**src/rtl/adc_ctrl_pkg.sv**
```systemverilog
// Shared constants for the converter control block
`default_nettype none
package adc_ctrl_pkg;
    // Register byte offsets
    localparam logic [7:0] off_cfg0 = 8'h00;
    localparam logic [7:0] off_cfg1 = 8'h04;
    localparam logic [7:0] off_cfg2 = 8'h08;
    localparam logic [7:0] off_cfg3 = 8'h0c;
    localparam logic [7:0] off_cfg4 = 8'h10;
    localparam logic [7:0] off_cmd = 8'h14;
    localparam logic [7:0] off_result = 8'h18;
    localparam logic [7:0] off_status = 8'h1c;
    // Field positions
    localparam int sel_lsb = 4;
    localparam int gain_lsb = 1;
    localparam int bypass_bit = 0;
    localparam int rate_lsb = 5;
    localparam int turbo_bit = 4;
    localparam int cont_bit = 3;
    localparam int exc1_lsb = 5;
    localparam int exc2_lsb = 2;
    // Reset values
    localparam logic [7:0] cfg_reset = 8'h00;
    // Commands
    localparam logic [7:0] cmd_reset = 8'h01;
    localparam logic [7:0] cmd_start = 8'h02;
    localparam logic [7:0] cmd_powerdown = 8'h03;
    localparam logic [7:0] cmd_read_data = 8'h04;
    localparam logic [7:0] cmd_read_reg = 8'h05;
    localparam logic [7:0] cmd_write_reg = 8'h06;
    // Timing
    localparam int clk_khz = 100000;
    localparam int osc_normal_khz = 1024;
    localparam int osc_turbo_khz = 2048;
    localparam int osc_div_normal = (clk_khz + osc_normal_khz / 2) / osc_normal_khz;
    localparam int osc_div_turbo = (clk_khz + osc_turbo_khz / 2) / osc_turbo_khz;
    localparam int mod_div = 4;
    // Modulator clocks per conversion, by rate code
    localparam logic [13:0] conv_len_r0 = 14'h3200;
    localparam logic [13:0] conv_len_r1 = 14'h1639;
    localparam logic [13:0] conv_len_r2 = 14'h0b1c;
    localparam logic [13:0] conv_len_r3 = 14'h05b7;
    localparam logic [13:0] conv_len_r4 = 14'h0308;
    localparam logic [13:0] conv_len_r5 = 14'h01ab;
    localparam logic [13:0] conv_len_r6 = 14'h0100;
    // Input routing codes for each converter input
    localparam logic [2:0] route_neg_supply = 3'h4;
    localparam logic [2:0] route_ref_mon = 3'h5;
    localparam logic [2:0] route_supply_mon = 3'h6;
    localparam logic [2:0] route_mid = 3'h7;
    typedef enum logic [2:0] {
        st_idle = 3'b001,
        st_convert = 3'b010,
        st_powerdown = 3'b100
    } state_e;
endpackage
`default_nettype wire

```
**src/rtl/adc_ctrl.sv**
```systemverilog
// Conversion sequencer, input selection and AXI4-Lite register file
`default_nettype none
module adc_ctrl #(
    parameter int addr_width = 8,
    parameter int sample_width = 24,
    parameter int osc_div_n = adc_ctrl_pkg::osc_div_normal,
    parameter int osc_div_t = adc_ctrl_pkg::osc_div_turbo
) (
    input wire logic aclk,
    input wire logic aresetn,
    input wire logic [addr_width-1:0] s_axi_awaddr,
    input wire logic s_axi_awvalid,
    output logic s_axi_awready,
    input wire logic [31:0] s_axi_wdata,
    input wire logic [3:0] s_axi_wstrb,
    input wire logic s_axi_wvalid,
    output logic s_axi_wready,
    output logic [1:0] s_axi_bresp,
    output logic s_axi_bvalid,
    input wire logic s_axi_bready,
    input wire logic [addr_width-1:0] s_axi_araddr,
    input wire logic s_axi_arvalid,
    output logic s_axi_arready,
    output logic [31:0] s_axi_rdata,
    output logic [1:0] s_axi_rresp,
    output logic s_axi_rvalid,
    input wire logic s_axi_rready,
    input wire logic [sample_width-1:0] sample_data,
    output logic [2:0] pos_route,
    output logic [2:0] neg_route,
    output logic neg_to_supply_switch,
    output logic amp_enable,
    output logic [2:0] gain_applied,
    output logic [2:0] exc1_route,
    output logic [2:0] exc2_route,
    output logic mod_clk_en,
    output logic conv_start,
    output logic conv_active,
    output logic data_ready
);
    localparam logic [1:0] resp_okay = 2'b00;
    localparam logic [1:0] resp_slverr = 2'b10;

    // Modulator clocks per conversion for a rate code
    function automatic logic [13:0] conv_len(input logic [2:0] rate);
        case (rate)
            3'd0: conv_len = adc_ctrl_pkg::conv_len_r0;
            3'd1: conv_len = adc_ctrl_pkg::conv_len_r1;
            3'd2: conv_len = adc_ctrl_pkg::conv_len_r2;
            3'd3: conv_len = adc_ctrl_pkg::conv_len_r3;
            3'd4: conv_len = adc_ctrl_pkg::conv_len_r4;
            3'd5: conv_len = adc_ctrl_pkg::conv_len_r5;
            default: conv_len = adc_ctrl_pkg::conv_len_r6;
        endcase
    endfunction

    // Positive and negative routing for a selection code
    function automatic logic [5:0] sel_route(input logic [3:0] sel);
        case (sel)
            4'h0: sel_route = {3'd0, 3'd1};
            4'h1: sel_route = {3'd0, 3'd2};
            4'h2: sel_route = {3'd0, 3'd3};
            4'h3: sel_route = {3'd1, 3'd2};
            4'h4: sel_route = {3'd1, 3'd3};
            4'h5: sel_route = {3'd2, 3'd3};
            4'h6: sel_route = {3'd1, 3'd0};
            4'h7: sel_route = {3'd3, 3'd2};
            4'h8: sel_route = {3'd0, adc_ctrl_pkg::route_neg_supply};
            4'h9: sel_route = {3'd1, adc_ctrl_pkg::route_neg_supply};
            4'ha: sel_route = {3'd2, adc_ctrl_pkg::route_neg_supply};
            4'hb: sel_route = {3'd3, adc_ctrl_pkg::route_neg_supply};
            4'hc: sel_route = {adc_ctrl_pkg::route_ref_mon, adc_ctrl_pkg::route_ref_mon};
            4'hd: sel_route = {adc_ctrl_pkg::route_supply_mon, adc_ctrl_pkg::route_supply_mon};
            default: sel_route = {adc_ctrl_pkg::route_mid, adc_ctrl_pkg::route_mid};
        endcase
    endfunction

    logic [7:0] cfg0;
    logic [7:0] cfg1;
    logic [7:0] cfg2;
    logic [7:0] cfg3;
    logic [7:0] cfg4;
    adc_ctrl_pkg::state_e state;
    adc_ctrl_pkg::state_e next_state;
    logic [6:0] osc_cnt;
    logic [1:0] mod_cnt;
    logic [13:0] mod_count;
    logic [13:0] conv_target;
    logic cmd_err;
    logic aw_held;
    logic w_held;
    logic [addr_width-1:0] aw_addr;
    logic [31:0] w_data;
    logic [3:0] w_strb;
    logic [sample_width-1:0] result;

    // Register decode
    wire [3:0] sel_field = cfg0[adc_ctrl_pkg::sel_lsb +: 4];
    wire [2:0] gain_field = cfg0[adc_ctrl_pkg::gain_lsb +: 3];
    wire bypass_field = cfg0[adc_ctrl_pkg::bypass_bit];
    wire [2:0] rate_field = cfg1[adc_ctrl_pkg::rate_lsb +: 3];
    wire turbo = cfg1[adc_ctrl_pkg::turbo_bit];
    wire continuous = cfg1[adc_ctrl_pkg::cont_bit];
    wire single_ended = sel_field[3:2] == 2'b10;
    wire [2:0] gain_eff = (single_ended && gain_field > 3'd2) ? 3'd2 : gain_field;
    wire amp_on = !(single_ended || bypass_field);
    wire [5:0] route_pair = sel_route(sel_field);

    // Oscillator and modulator enables
    wire [6:0] osc_last = turbo ? 7'(osc_div_t - 1) : 7'(osc_div_n - 1);
    wire osc_tick = osc_cnt >= osc_last;
    wire mod_tick = osc_tick && mod_cnt == 2'(adc_ctrl_pkg::mod_div - 1);

    // Bus decode
    wire wr_fire = aw_held && w_held && !s_axi_bvalid;
    wire [7:0] wr_off = 8'(aw_addr);
    wire [7:0] rd_off = 8'(s_axi_araddr);
    wire wr_lane = w_strb[0];
    wire wr_cfg0 = wr_fire && wr_lane && wr_off == adc_ctrl_pkg::off_cfg0;
    wire wr_cfg1 = wr_fire && wr_lane && wr_off == adc_ctrl_pkg::off_cfg1;
    wire wr_cfg2 = wr_fire && wr_lane && wr_off == adc_ctrl_pkg::off_cfg2;
    wire wr_cfg3 = wr_fire && wr_lane && wr_off == adc_ctrl_pkg::off_cfg3;
    wire wr_cfg4 = wr_fire && wr_lane && wr_off == adc_ctrl_pkg::off_cfg4;
    wire wr_cmd = wr_fire && wr_lane && wr_off == adc_ctrl_pkg::off_cmd;
    wire wr_known = wr_off <= adc_ctrl_pkg::off_cmd && wr_off[1:0] == 2'b00;
    wire [7:0] cmd_code = w_data[7:0];
    wire do_reset = wr_cmd && cmd_code == adc_ctrl_pkg::cmd_reset;
    wire do_start = wr_cmd && cmd_code == adc_ctrl_pkg::cmd_start;
    wire do_pdown = wr_cmd && cmd_code == adc_ctrl_pkg::cmd_powerdown;
    wire cmd_valid = cmd_code >= adc_ctrl_pkg::cmd_reset
        && cmd_code <= adc_ctrl_pkg::cmd_write_reg;
    wire rd_fire = s_axi_arvalid && s_axi_arready;
    wire rd_result = rd_fire && rd_off == adc_ctrl_pkg::off_result;
    wire rd_known = rd_off <= adc_ctrl_pkg::off_status && rd_off[1:0] == 2'b00;

    // Conversion sequencing
    wire conv_done = state == adc_ctrl_pkg::st_convert && mod_tick
        && mod_count == conv_target - 14'd1;
    wire begin_conv = (do_start && !do_pdown) || (conv_done && continuous);

    always_comb begin
        next_state = state;
        case (state)
            adc_ctrl_pkg::st_idle: begin
                if (do_start) begin
                    next_state = adc_ctrl_pkg::st_convert;
                end
            end
            adc_ctrl_pkg::st_convert: begin
                if (do_start) begin
                    next_state = adc_ctrl_pkg::st_convert;
                end else if (conv_done && !continuous) begin
                    next_state = adc_ctrl_pkg::st_idle;
                end
            end
            adc_ctrl_pkg::st_powerdown: begin
                if (do_start) begin
                    next_state = adc_ctrl_pkg::st_convert;
                end
            end
            default: next_state = adc_ctrl_pkg::st_idle;
        endcase
        if (do_pdown) begin
            next_state = adc_ctrl_pkg::st_powerdown;
        end
        if (do_reset) begin
            next_state = adc_ctrl_pkg::st_idle;
        end
    end

    wire [31:0] rd_mux =
        rd_off == adc_ctrl_pkg::off_cfg0 ? {24'h0, cfg0} :
        rd_off == adc_ctrl_pkg::off_cfg1 ? {24'h0, cfg1} :
        rd_off == adc_ctrl_pkg::off_cfg2 ? {24'h0, cfg2} :
        rd_off == adc_ctrl_pkg::off_cfg3 ? {24'h0, cfg3} :
        rd_off == adc_ctrl_pkg::off_cfg4 ? {24'h0, cfg4} :
        rd_off == adc_ctrl_pkg::off_result ? 32'(result) :
        rd_off == adc_ctrl_pkg::off_status ? {26'h0, cmd_err, data_ready, 1'b0, state} :
        32'h0;

    result_buffer #(
        .width(sample_width)
    ) u_result (
        .aclk(aclk),
        .aresetn(aresetn),
        .wr_en(conv_done),
        .wr_data(sample_data),
        .rd_data(result)
    );

    always_ff @(posedge aclk) begin
        if (!aresetn) begin
            osc_cnt <= 7'h0;
            mod_cnt <= 2'h0;
            mod_clk_en <= 1'b0;
        end else begin
            osc_cnt <= osc_tick ? 7'h0 : osc_cnt + 7'h1;
            mod_cnt <= osc_tick ? mod_cnt + 2'h1 : mod_cnt;
            mod_clk_en <= mod_tick && state == adc_ctrl_pkg::st_convert
                && next_state == adc_ctrl_pkg::st_convert;
        end
    end

    always_ff @(posedge aclk) begin
        if (!aresetn || do_reset) begin
            cfg0 <= adc_ctrl_pkg::cfg_reset;
            cfg1 <= adc_ctrl_pkg::cfg_reset;
            cfg2 <= adc_ctrl_pkg::cfg_reset;
            cfg3 <= adc_ctrl_pkg::cfg_reset;
            cfg4 <= adc_ctrl_pkg::cfg_reset;
        end else begin
            cfg0 <= wr_cfg0 ? w_data[7:0] : cfg0;
            cfg1 <= wr_cfg1 ? w_data[7:0] : cfg1;
            cfg2 <= wr_cfg2 ? w_data[7:0] : cfg2;
            cfg3 <= wr_cfg3 ? w_data[7:0] : cfg3;
            cfg4 <= wr_cfg4 ? w_data[7:0] : cfg4;
        end
    end

    always_ff @(posedge aclk) begin
        if (!aresetn) begin
            state <= adc_ctrl_pkg::st_idle;
            mod_count <= 14'h0;
            conv_target <= adc_ctrl_pkg::conv_len_r6;
            conv_start <= 1'b0;
            conv_active <= 1'b0;
        end else begin
            state <= next_state;
            conv_start <= begin_conv && !do_reset;
            conv_active <= next_state == adc_ctrl_pkg::st_convert;
            if (begin_conv) begin
                mod_count <= 14'h0;
                conv_target <= conv_len(rate_field);
            end else if (mod_tick && state == adc_ctrl_pkg::st_convert) begin
                mod_count <= mod_count + 14'h1;
            end
        end
    end

    always_ff @(posedge aclk) begin
        if (!aresetn) begin
            pos_route <= adc_ctrl_pkg::route_mid;
            neg_route <= adc_ctrl_pkg::route_mid;
            neg_to_supply_switch <= 1'b0;
            amp_enable <= 1'b1;
            gain_applied <= 3'h0;
        end else if (begin_conv) begin
            pos_route <= route_pair[5:3];
            neg_route <= route_pair[2:0];
            neg_to_supply_switch <= single_ended;
            amp_enable <= amp_on;
            gain_applied <= gain_eff;
        end
    end

    always_ff @(posedge aclk) begin
        if (!aresetn) begin
            exc1_route <= 3'h0;
            exc2_route <= 3'h0;
        end else begin
            exc1_route <= cfg2[adc_ctrl_pkg::exc1_lsb +: 3];
            exc2_route <= cfg2[adc_ctrl_pkg::exc2_lsb +: 3];
        end
    end

    // Ready flag: completion wins over a clearing read
    always_ff @(posedge aclk) begin
        if (!aresetn) begin
            data_ready <= 1'b0;
            cmd_err <= 1'b0;
        end else begin
            data_ready <= conv_done || (data_ready && !rd_result && !do_reset);
            cmd_err <= (wr_cmd && !cmd_valid) || (cmd_err && !wr_cmd);
        end
    end

    // AXI4-Lite write channels
    always_ff @(posedge aclk) begin
        if (!aresetn) begin
            aw_held <= 1'b0;
            w_held <= 1'b0;
            aw_addr <= '0;
            w_data <= 32'h0;
            w_strb <= 4'h0;
            s_axi_awready <= 1'b1;
            s_axi_wready <= 1'b1;
            s_axi_bvalid <= 1'b0;
            s_axi_bresp <= resp_okay;
        end else begin
            if (s_axi_awvalid && s_axi_awready) begin
                aw_held <= 1'b1;
                aw_addr <= s_axi_awaddr;
                s_axi_awready <= 1'b0;
            end
            if (s_axi_wvalid && s_axi_wready) begin
                w_held <= 1'b1;
                w_data <= s_axi_wdata;
                w_strb <= s_axi_wstrb;
                s_axi_wready <= 1'b0;
            end
            if (wr_fire) begin
                aw_held <= 1'b0;
                w_held <= 1'b0;
                s_axi_bvalid <= 1'b1;
                s_axi_bresp <= wr_known ? resp_okay : resp_slverr;
            end else if (s_axi_bvalid && s_axi_bready) begin
                s_axi_bvalid <= 1'b0;
                s_axi_awready <= 1'b1;
                s_axi_wready <= 1'b1;
            end
        end
    end

    // AXI4-Lite read channels
    always_ff @(posedge aclk) begin
        if (!aresetn) begin
            s_axi_arready <= 1'b1;
            s_axi_rvalid <= 1'b0;
            s_axi_rdata <= 32'h0;
            s_axi_rresp <= resp_okay;
        end else if (rd_fire) begin
            s_axi_arready <= 1'b0;
            s_axi_rvalid <= 1'b1;
            s_axi_rdata <= rd_mux;
            s_axi_rresp <= rd_known ? resp_okay : resp_slverr;
        end else if (s_axi_rvalid && s_axi_rready) begin
            s_axi_rvalid <= 1'b0;
            s_axi_arready <= 1'b1;
        end
    end
endmodule
`default_nettype wire

```
**src/rtl/result_buffer.sv**
```systemverilog
// Result holding register, replaced whole in one edge
`default_nettype none
module result_buffer #(
    parameter int width = 24
) (
    input wire logic aclk,
    input wire logic aresetn,
    input wire logic wr_en,
    input wire logic [width-1:0] wr_data,
    output logic [width-1:0] rd_data
);
    always_ff @(posedge aclk) begin
        if (!aresetn) begin
            rd_data <= '0;
        end else if (wr_en) begin
            rd_data <= wr_data;
        end
    end
endmodule
`default_nettype wire

```
**config.mk**
```make
export PLATFORM = sky130hd
export DESIGN_NAME = adc_ctrl
export DESIGN_NICKNAME = d
export VERILOG_FILES = /design/src/rtl/adc_ctrl_pkg.sv /design/src/rtl/adc_ctrl.sv /design/src/rtl/result_buffer.sv
export SDC_FILE = /design/constraint.sdc
export NUM_CORES = 1
export LEC_CHECK = 0
export BUFFER_PORTS_ARGS = -buffer_cell sky130_fd_sc_hd__buf_2
export CAP_MARGIN = 15
export CORE_MARGIN = 1.5
export CORE_UTILIZATION = 50
export CTS_CLUSTER_SIZE = 28
export DETAILED_ROUTE_END_ITERATION = 10
export PLACE_DENSITY = 0.73
export SLEW_MARGIN = 10
export SYNTH_ARGS = -nofsm -noshare
export SYNTH_HDL_FRONTEND = slang
export SYNTH_SLANG_ARGS = --single-unit
```
**constraint.sdc**
```tcl
create_clock -name aclk -period 4.2 [get_ports aclk]
set_clock_uncertainty 0.15 [all_clocks]
set_input_delay 0.84 -clock aclk [delete_from_list [all_inputs] [get_ports aclk]]
set_output_delay 0.84 -clock aclk [all_outputs]
set_load 0.02 [all_outputs]
```
==> key figures <==
Routing
  – Routed Antenna Nets: 0
  – Router iterations before antenna repair: 5
  – Post-Route WL: 18,150 um
  – Vias: 6,430
  – WL/cell: 15.66 um
  – Vias per cell: 5.548
  – Final routed DRC violation total: 0
  – Iter 0 DRT Violations: 539

Clock tree
  – # clock sinks: 173
  – CTS Hold Bufs: 0
  – CTS tree: done
  – Max Root-Sink Buffers: 2
  – Clock-pin transition on the worst setup and hold timing paths: 0.07 ns
  – H-tree Lvls: 4
  – Post-CTS Resized: 0
  – Root buf cell: clkbuf_16
  – Post CTS Setup Buffer Count: 0
  – Clock buffer count from CTS: 17
  – Clock Latency Late Sink: 0.43 ns

Synthesis
  – Post-synth EDFFs: 0
  – FF+latch count, synth: 173
  – Top-count cell post-synth: dfxtp_1
  – Main synth FF type: dfxtp_1
  – Cell Area, Synth: 7644 um^2
  – Cells after Synth: 878
  – Main area contributors after synthesis: dfxtp_1, mux2i_1, nor2_1, a21oi_1, nand2_1
  – Synth unique cells: 67
  – Ys async rst share: 0%
  – Syn. warnings: 0
  – Area share of the largest cell type after synthesis: 45.31%
  – Synth Area per Inst: 8.706 um^2
  – Seq/Total Area, Yosys: 45.31%
  – Top cells by count, synth: dfxtp_1, nor2_1, nand2_1, a21oi_1, mux2i_1
  – Top cell type by total area after synthesis: dfxtp_1

Global routing
  – GRT Util Overall: 22.94%
  – Initial antenna violation count: 0
  – First-pass GRT wire length: 29,400 um
  – Largest net degree at the start of global routing: 52
  – Grt total ovfl: 0
  – Vias in the first global route: 5,884

Place
  – RePlAce Congestion: 0.8942
  – PortBufs: 107
  – Pre-CTS setup slack: 0.7543 ns
  – Dpl hpwl: 12,420 um

Critical path
  – CP max FO: 16
  – Crit path DAT: 3.57 ns
  – Critical Path Sink Type: register
  – Setup Crit Path Kind: register to register
  – WP buf/inv: 0
  – Worst R2R Path Depth: 7
  – Reg2reg setup slack: 0.77 ns
  – CP Cell Sequence: or4_1 > or4_4 > o41ai_2 > or2_2 > nand4b_1 > o211ai_2 > o21ai_0
  – Reg-to-Reg Start: conv_target[2]$_SDFFE_PN0P_
  – FF-to-FF End: conv_target[12]$_SDFFE_PN0P_
  – Startpoint Class: register
  – Largest stage delay, worst path: 0.68 ns
  – Critical-path top delay cell: or4_1
  – Data required time of the critical path: 4.34 ns
  – Delay-heaviest family, CP: simple AND/OR/NAND/NOR gates

STA
  – Worst-margin pin slew: 0.7712 ns
  – Setup TNS: 0 ns
  – Slew Viols, Final: 0
  – Setup ws final: 0.7717 ns
  – RSZ-0062 raised after global routing: false
  – # setup viols final: 0
  – Final-report hold violation count: 0
  – Worst slew margin: 48.59%
  – Period utilization: 81.63%
  – Fmax achieved: 0.2917 GHz
  – Tmin final: 3.428 ns

Min path
  – Worst hold path type: register to register
  – Hold Crit Endpoint: s_axi_rdata[16]$_SDFFE_PN0P_
  – Hold Crit Depth: 2
  – Hold_sp: s_axi_rdata[16]$_SDFFE_PN0P_

Final layout
  – # diodes: 0
  – Nets: 1,048
  – Layout area overhead: 15.16%
  – Seq. cell area: 3463 um^2
  – Fill cells: 1,364
  – Multi-input gate area: 3832 um^2
  – Layout cells sized above 1: 17.20%

Power and ir drop
  – Lkg Pwr: 0.003868 uW
  – Total power: 3396 uW
  – VDD IR-drop max: 0.2765 mV
  – Cell Pwr Density: 385.9 nW/um^2

Floorplanning
  – Starting Density: 50.66%
  – Num ports: 145
  – Die ar.: 16,040 um^2
  – Die height: 126.6 um
  – Core Area: 15,090 um^2
  – Die X: 126.6 um
  – FP Rows: 45

Flow run
  – Max-cap viol count: 0

Outcome
  – Outcome: completed
cell type report:
| class | instances | area share, % |
|---|---|---|
| Multi-Input combinational cell | 630 | 43.54 |
| Sequential cell | 173 | 39.35 |
| Timing Repair Buffer | 119 | 7.107 |
| Clock buffer | 17 | 4.833 |
| Tap cell | 188 | 2.672 |
| Clock inverter | 15 | 1.777 |
| Inverter | 17 | 0.7249 |
cell usage in the layout, fill, tap and decap left out, types with 17 or more instances in the layout:
cell	instances
a21oi_1	75
o21ai_0	17
xnor2_1	22
nor2_1	122
nand2_1	78
and3_1	18
clkbuf_16	17
nand3_1	48
dfxtp_1	173
mux2i_1	67
buf_2	107
registers in the layout, summed over array words and instances (netlist names), 8 cells and up, named ones only:
| signal | flops |
|---|---|
| aw_addr | 8 |
| cfg4 | 8 |
| s_axi_rdata | 24 |
| cfg3 | 8 |
| cfg2 | 8 |
| u_result.rd_data | 24 |
| cfg0 | 8 |
| conv_target | 11 |
| mod_count | 14 |
| cfg1 | 8 |
| w_data | 8 |
per-stage QoR:
stage | hold slack [ns] | util, % | cells | cell area (um^2)
2_1_floorplan | 0.2758 | - | 887 | 7677
3_3_place_gp | 0.2862 | 54.48 | 1127 | 8220
3_5_place_dp | 0.2902 | 54.48 | 1127 | 8220
4_1_cts | 0.2991 | 58.33 | 1159 | 8802
5_1_grt | 0.3163 | 58.33 | 1159 | 8802
6_report | 0.2984 | 58.33 | 1159 | 8802
how the worst max path moves through the flow:
| stage | start | cells after the start | slack, ns | end |
|---|---|---|---|---|
| final | conv_target[2]$_SDFFE_PN0P_ | 7 | 0.77 | conv_target[12]$_SDFFE_PN0P_ |
| after CTS | conv_target[2]$_SDFFE_PN0P_ | 7 | 0.74 | conv_target[12]$_SDFFE_PN0P_ |
| after global placement | conv_target[2]$_SDFFE_PN0P_ | 7 | 0.79 | conv_target[12]$_SDFFE_PN0P_ |
| after floorplan | conv_target[5]$_SDFFE_PN0P_ | 12 | 1.14 | neg_route[2]$_SDFFE_PN1P_ |
| after global routing | conv_target[2]$_SDFFE_PN0P_ | 7 | 0.57 | conv_target[12]$_SDFFE_PN0P_ |
| after detailed placement | conv_target[2]$_SDFFE_PN0P_ | 7 | 0.75 | conv_target[12]$_SDFFE_PN0P_ |
kinds of logic (layout without fill, tap and decap cells):
logic type               count (synthesis)  in the layout  share of synthesized area (%)
AO/OA/AOI/OAI                          159            159                          13.23
XOR/XNOR                                38             38                          4.714
adder cells (fa/ha/maj)                  7              7                          1.146
buffers and inverters                   84            168                          5.042
flip-flops                             173            173                          45.31
multiplexers                            67             67                          8.774
other                                    1             10                        0.04906
AND/OR/NAND/NOR                        349            349                          21.74
where the power goes:
group / leakage [uW] / switching (uW) / total [uW] / internal [uW]
clock network: 0.000279 / 709 / 1550 / 839
logic: 0.00219 / 108 / 161 / 53.6
registers: 0.00140 / 27.5 / 1690 / 1660
total: 0.00387 / 844 / 3400 / 2550
tightest hold or removal path, stage by stage (launching register included):
cell     delay [ns]
dfxtp_1        0.31
nand2_1        0.05
a21oi_1        0.05
metal layers:
metal | global-route usage, % | vias up | part of all wire [%]
met4 | 8.993 | 0 | 2.7
met2 | 36.39 | 159 | 48
met5 | 0 | - | 0
met3 | 5.483 | 36 | 4.6
met1 | 30.30 | 3031 | 45
li1 | - | 3204 | -
Note: power is estimated with default switching activity, not from simulation.
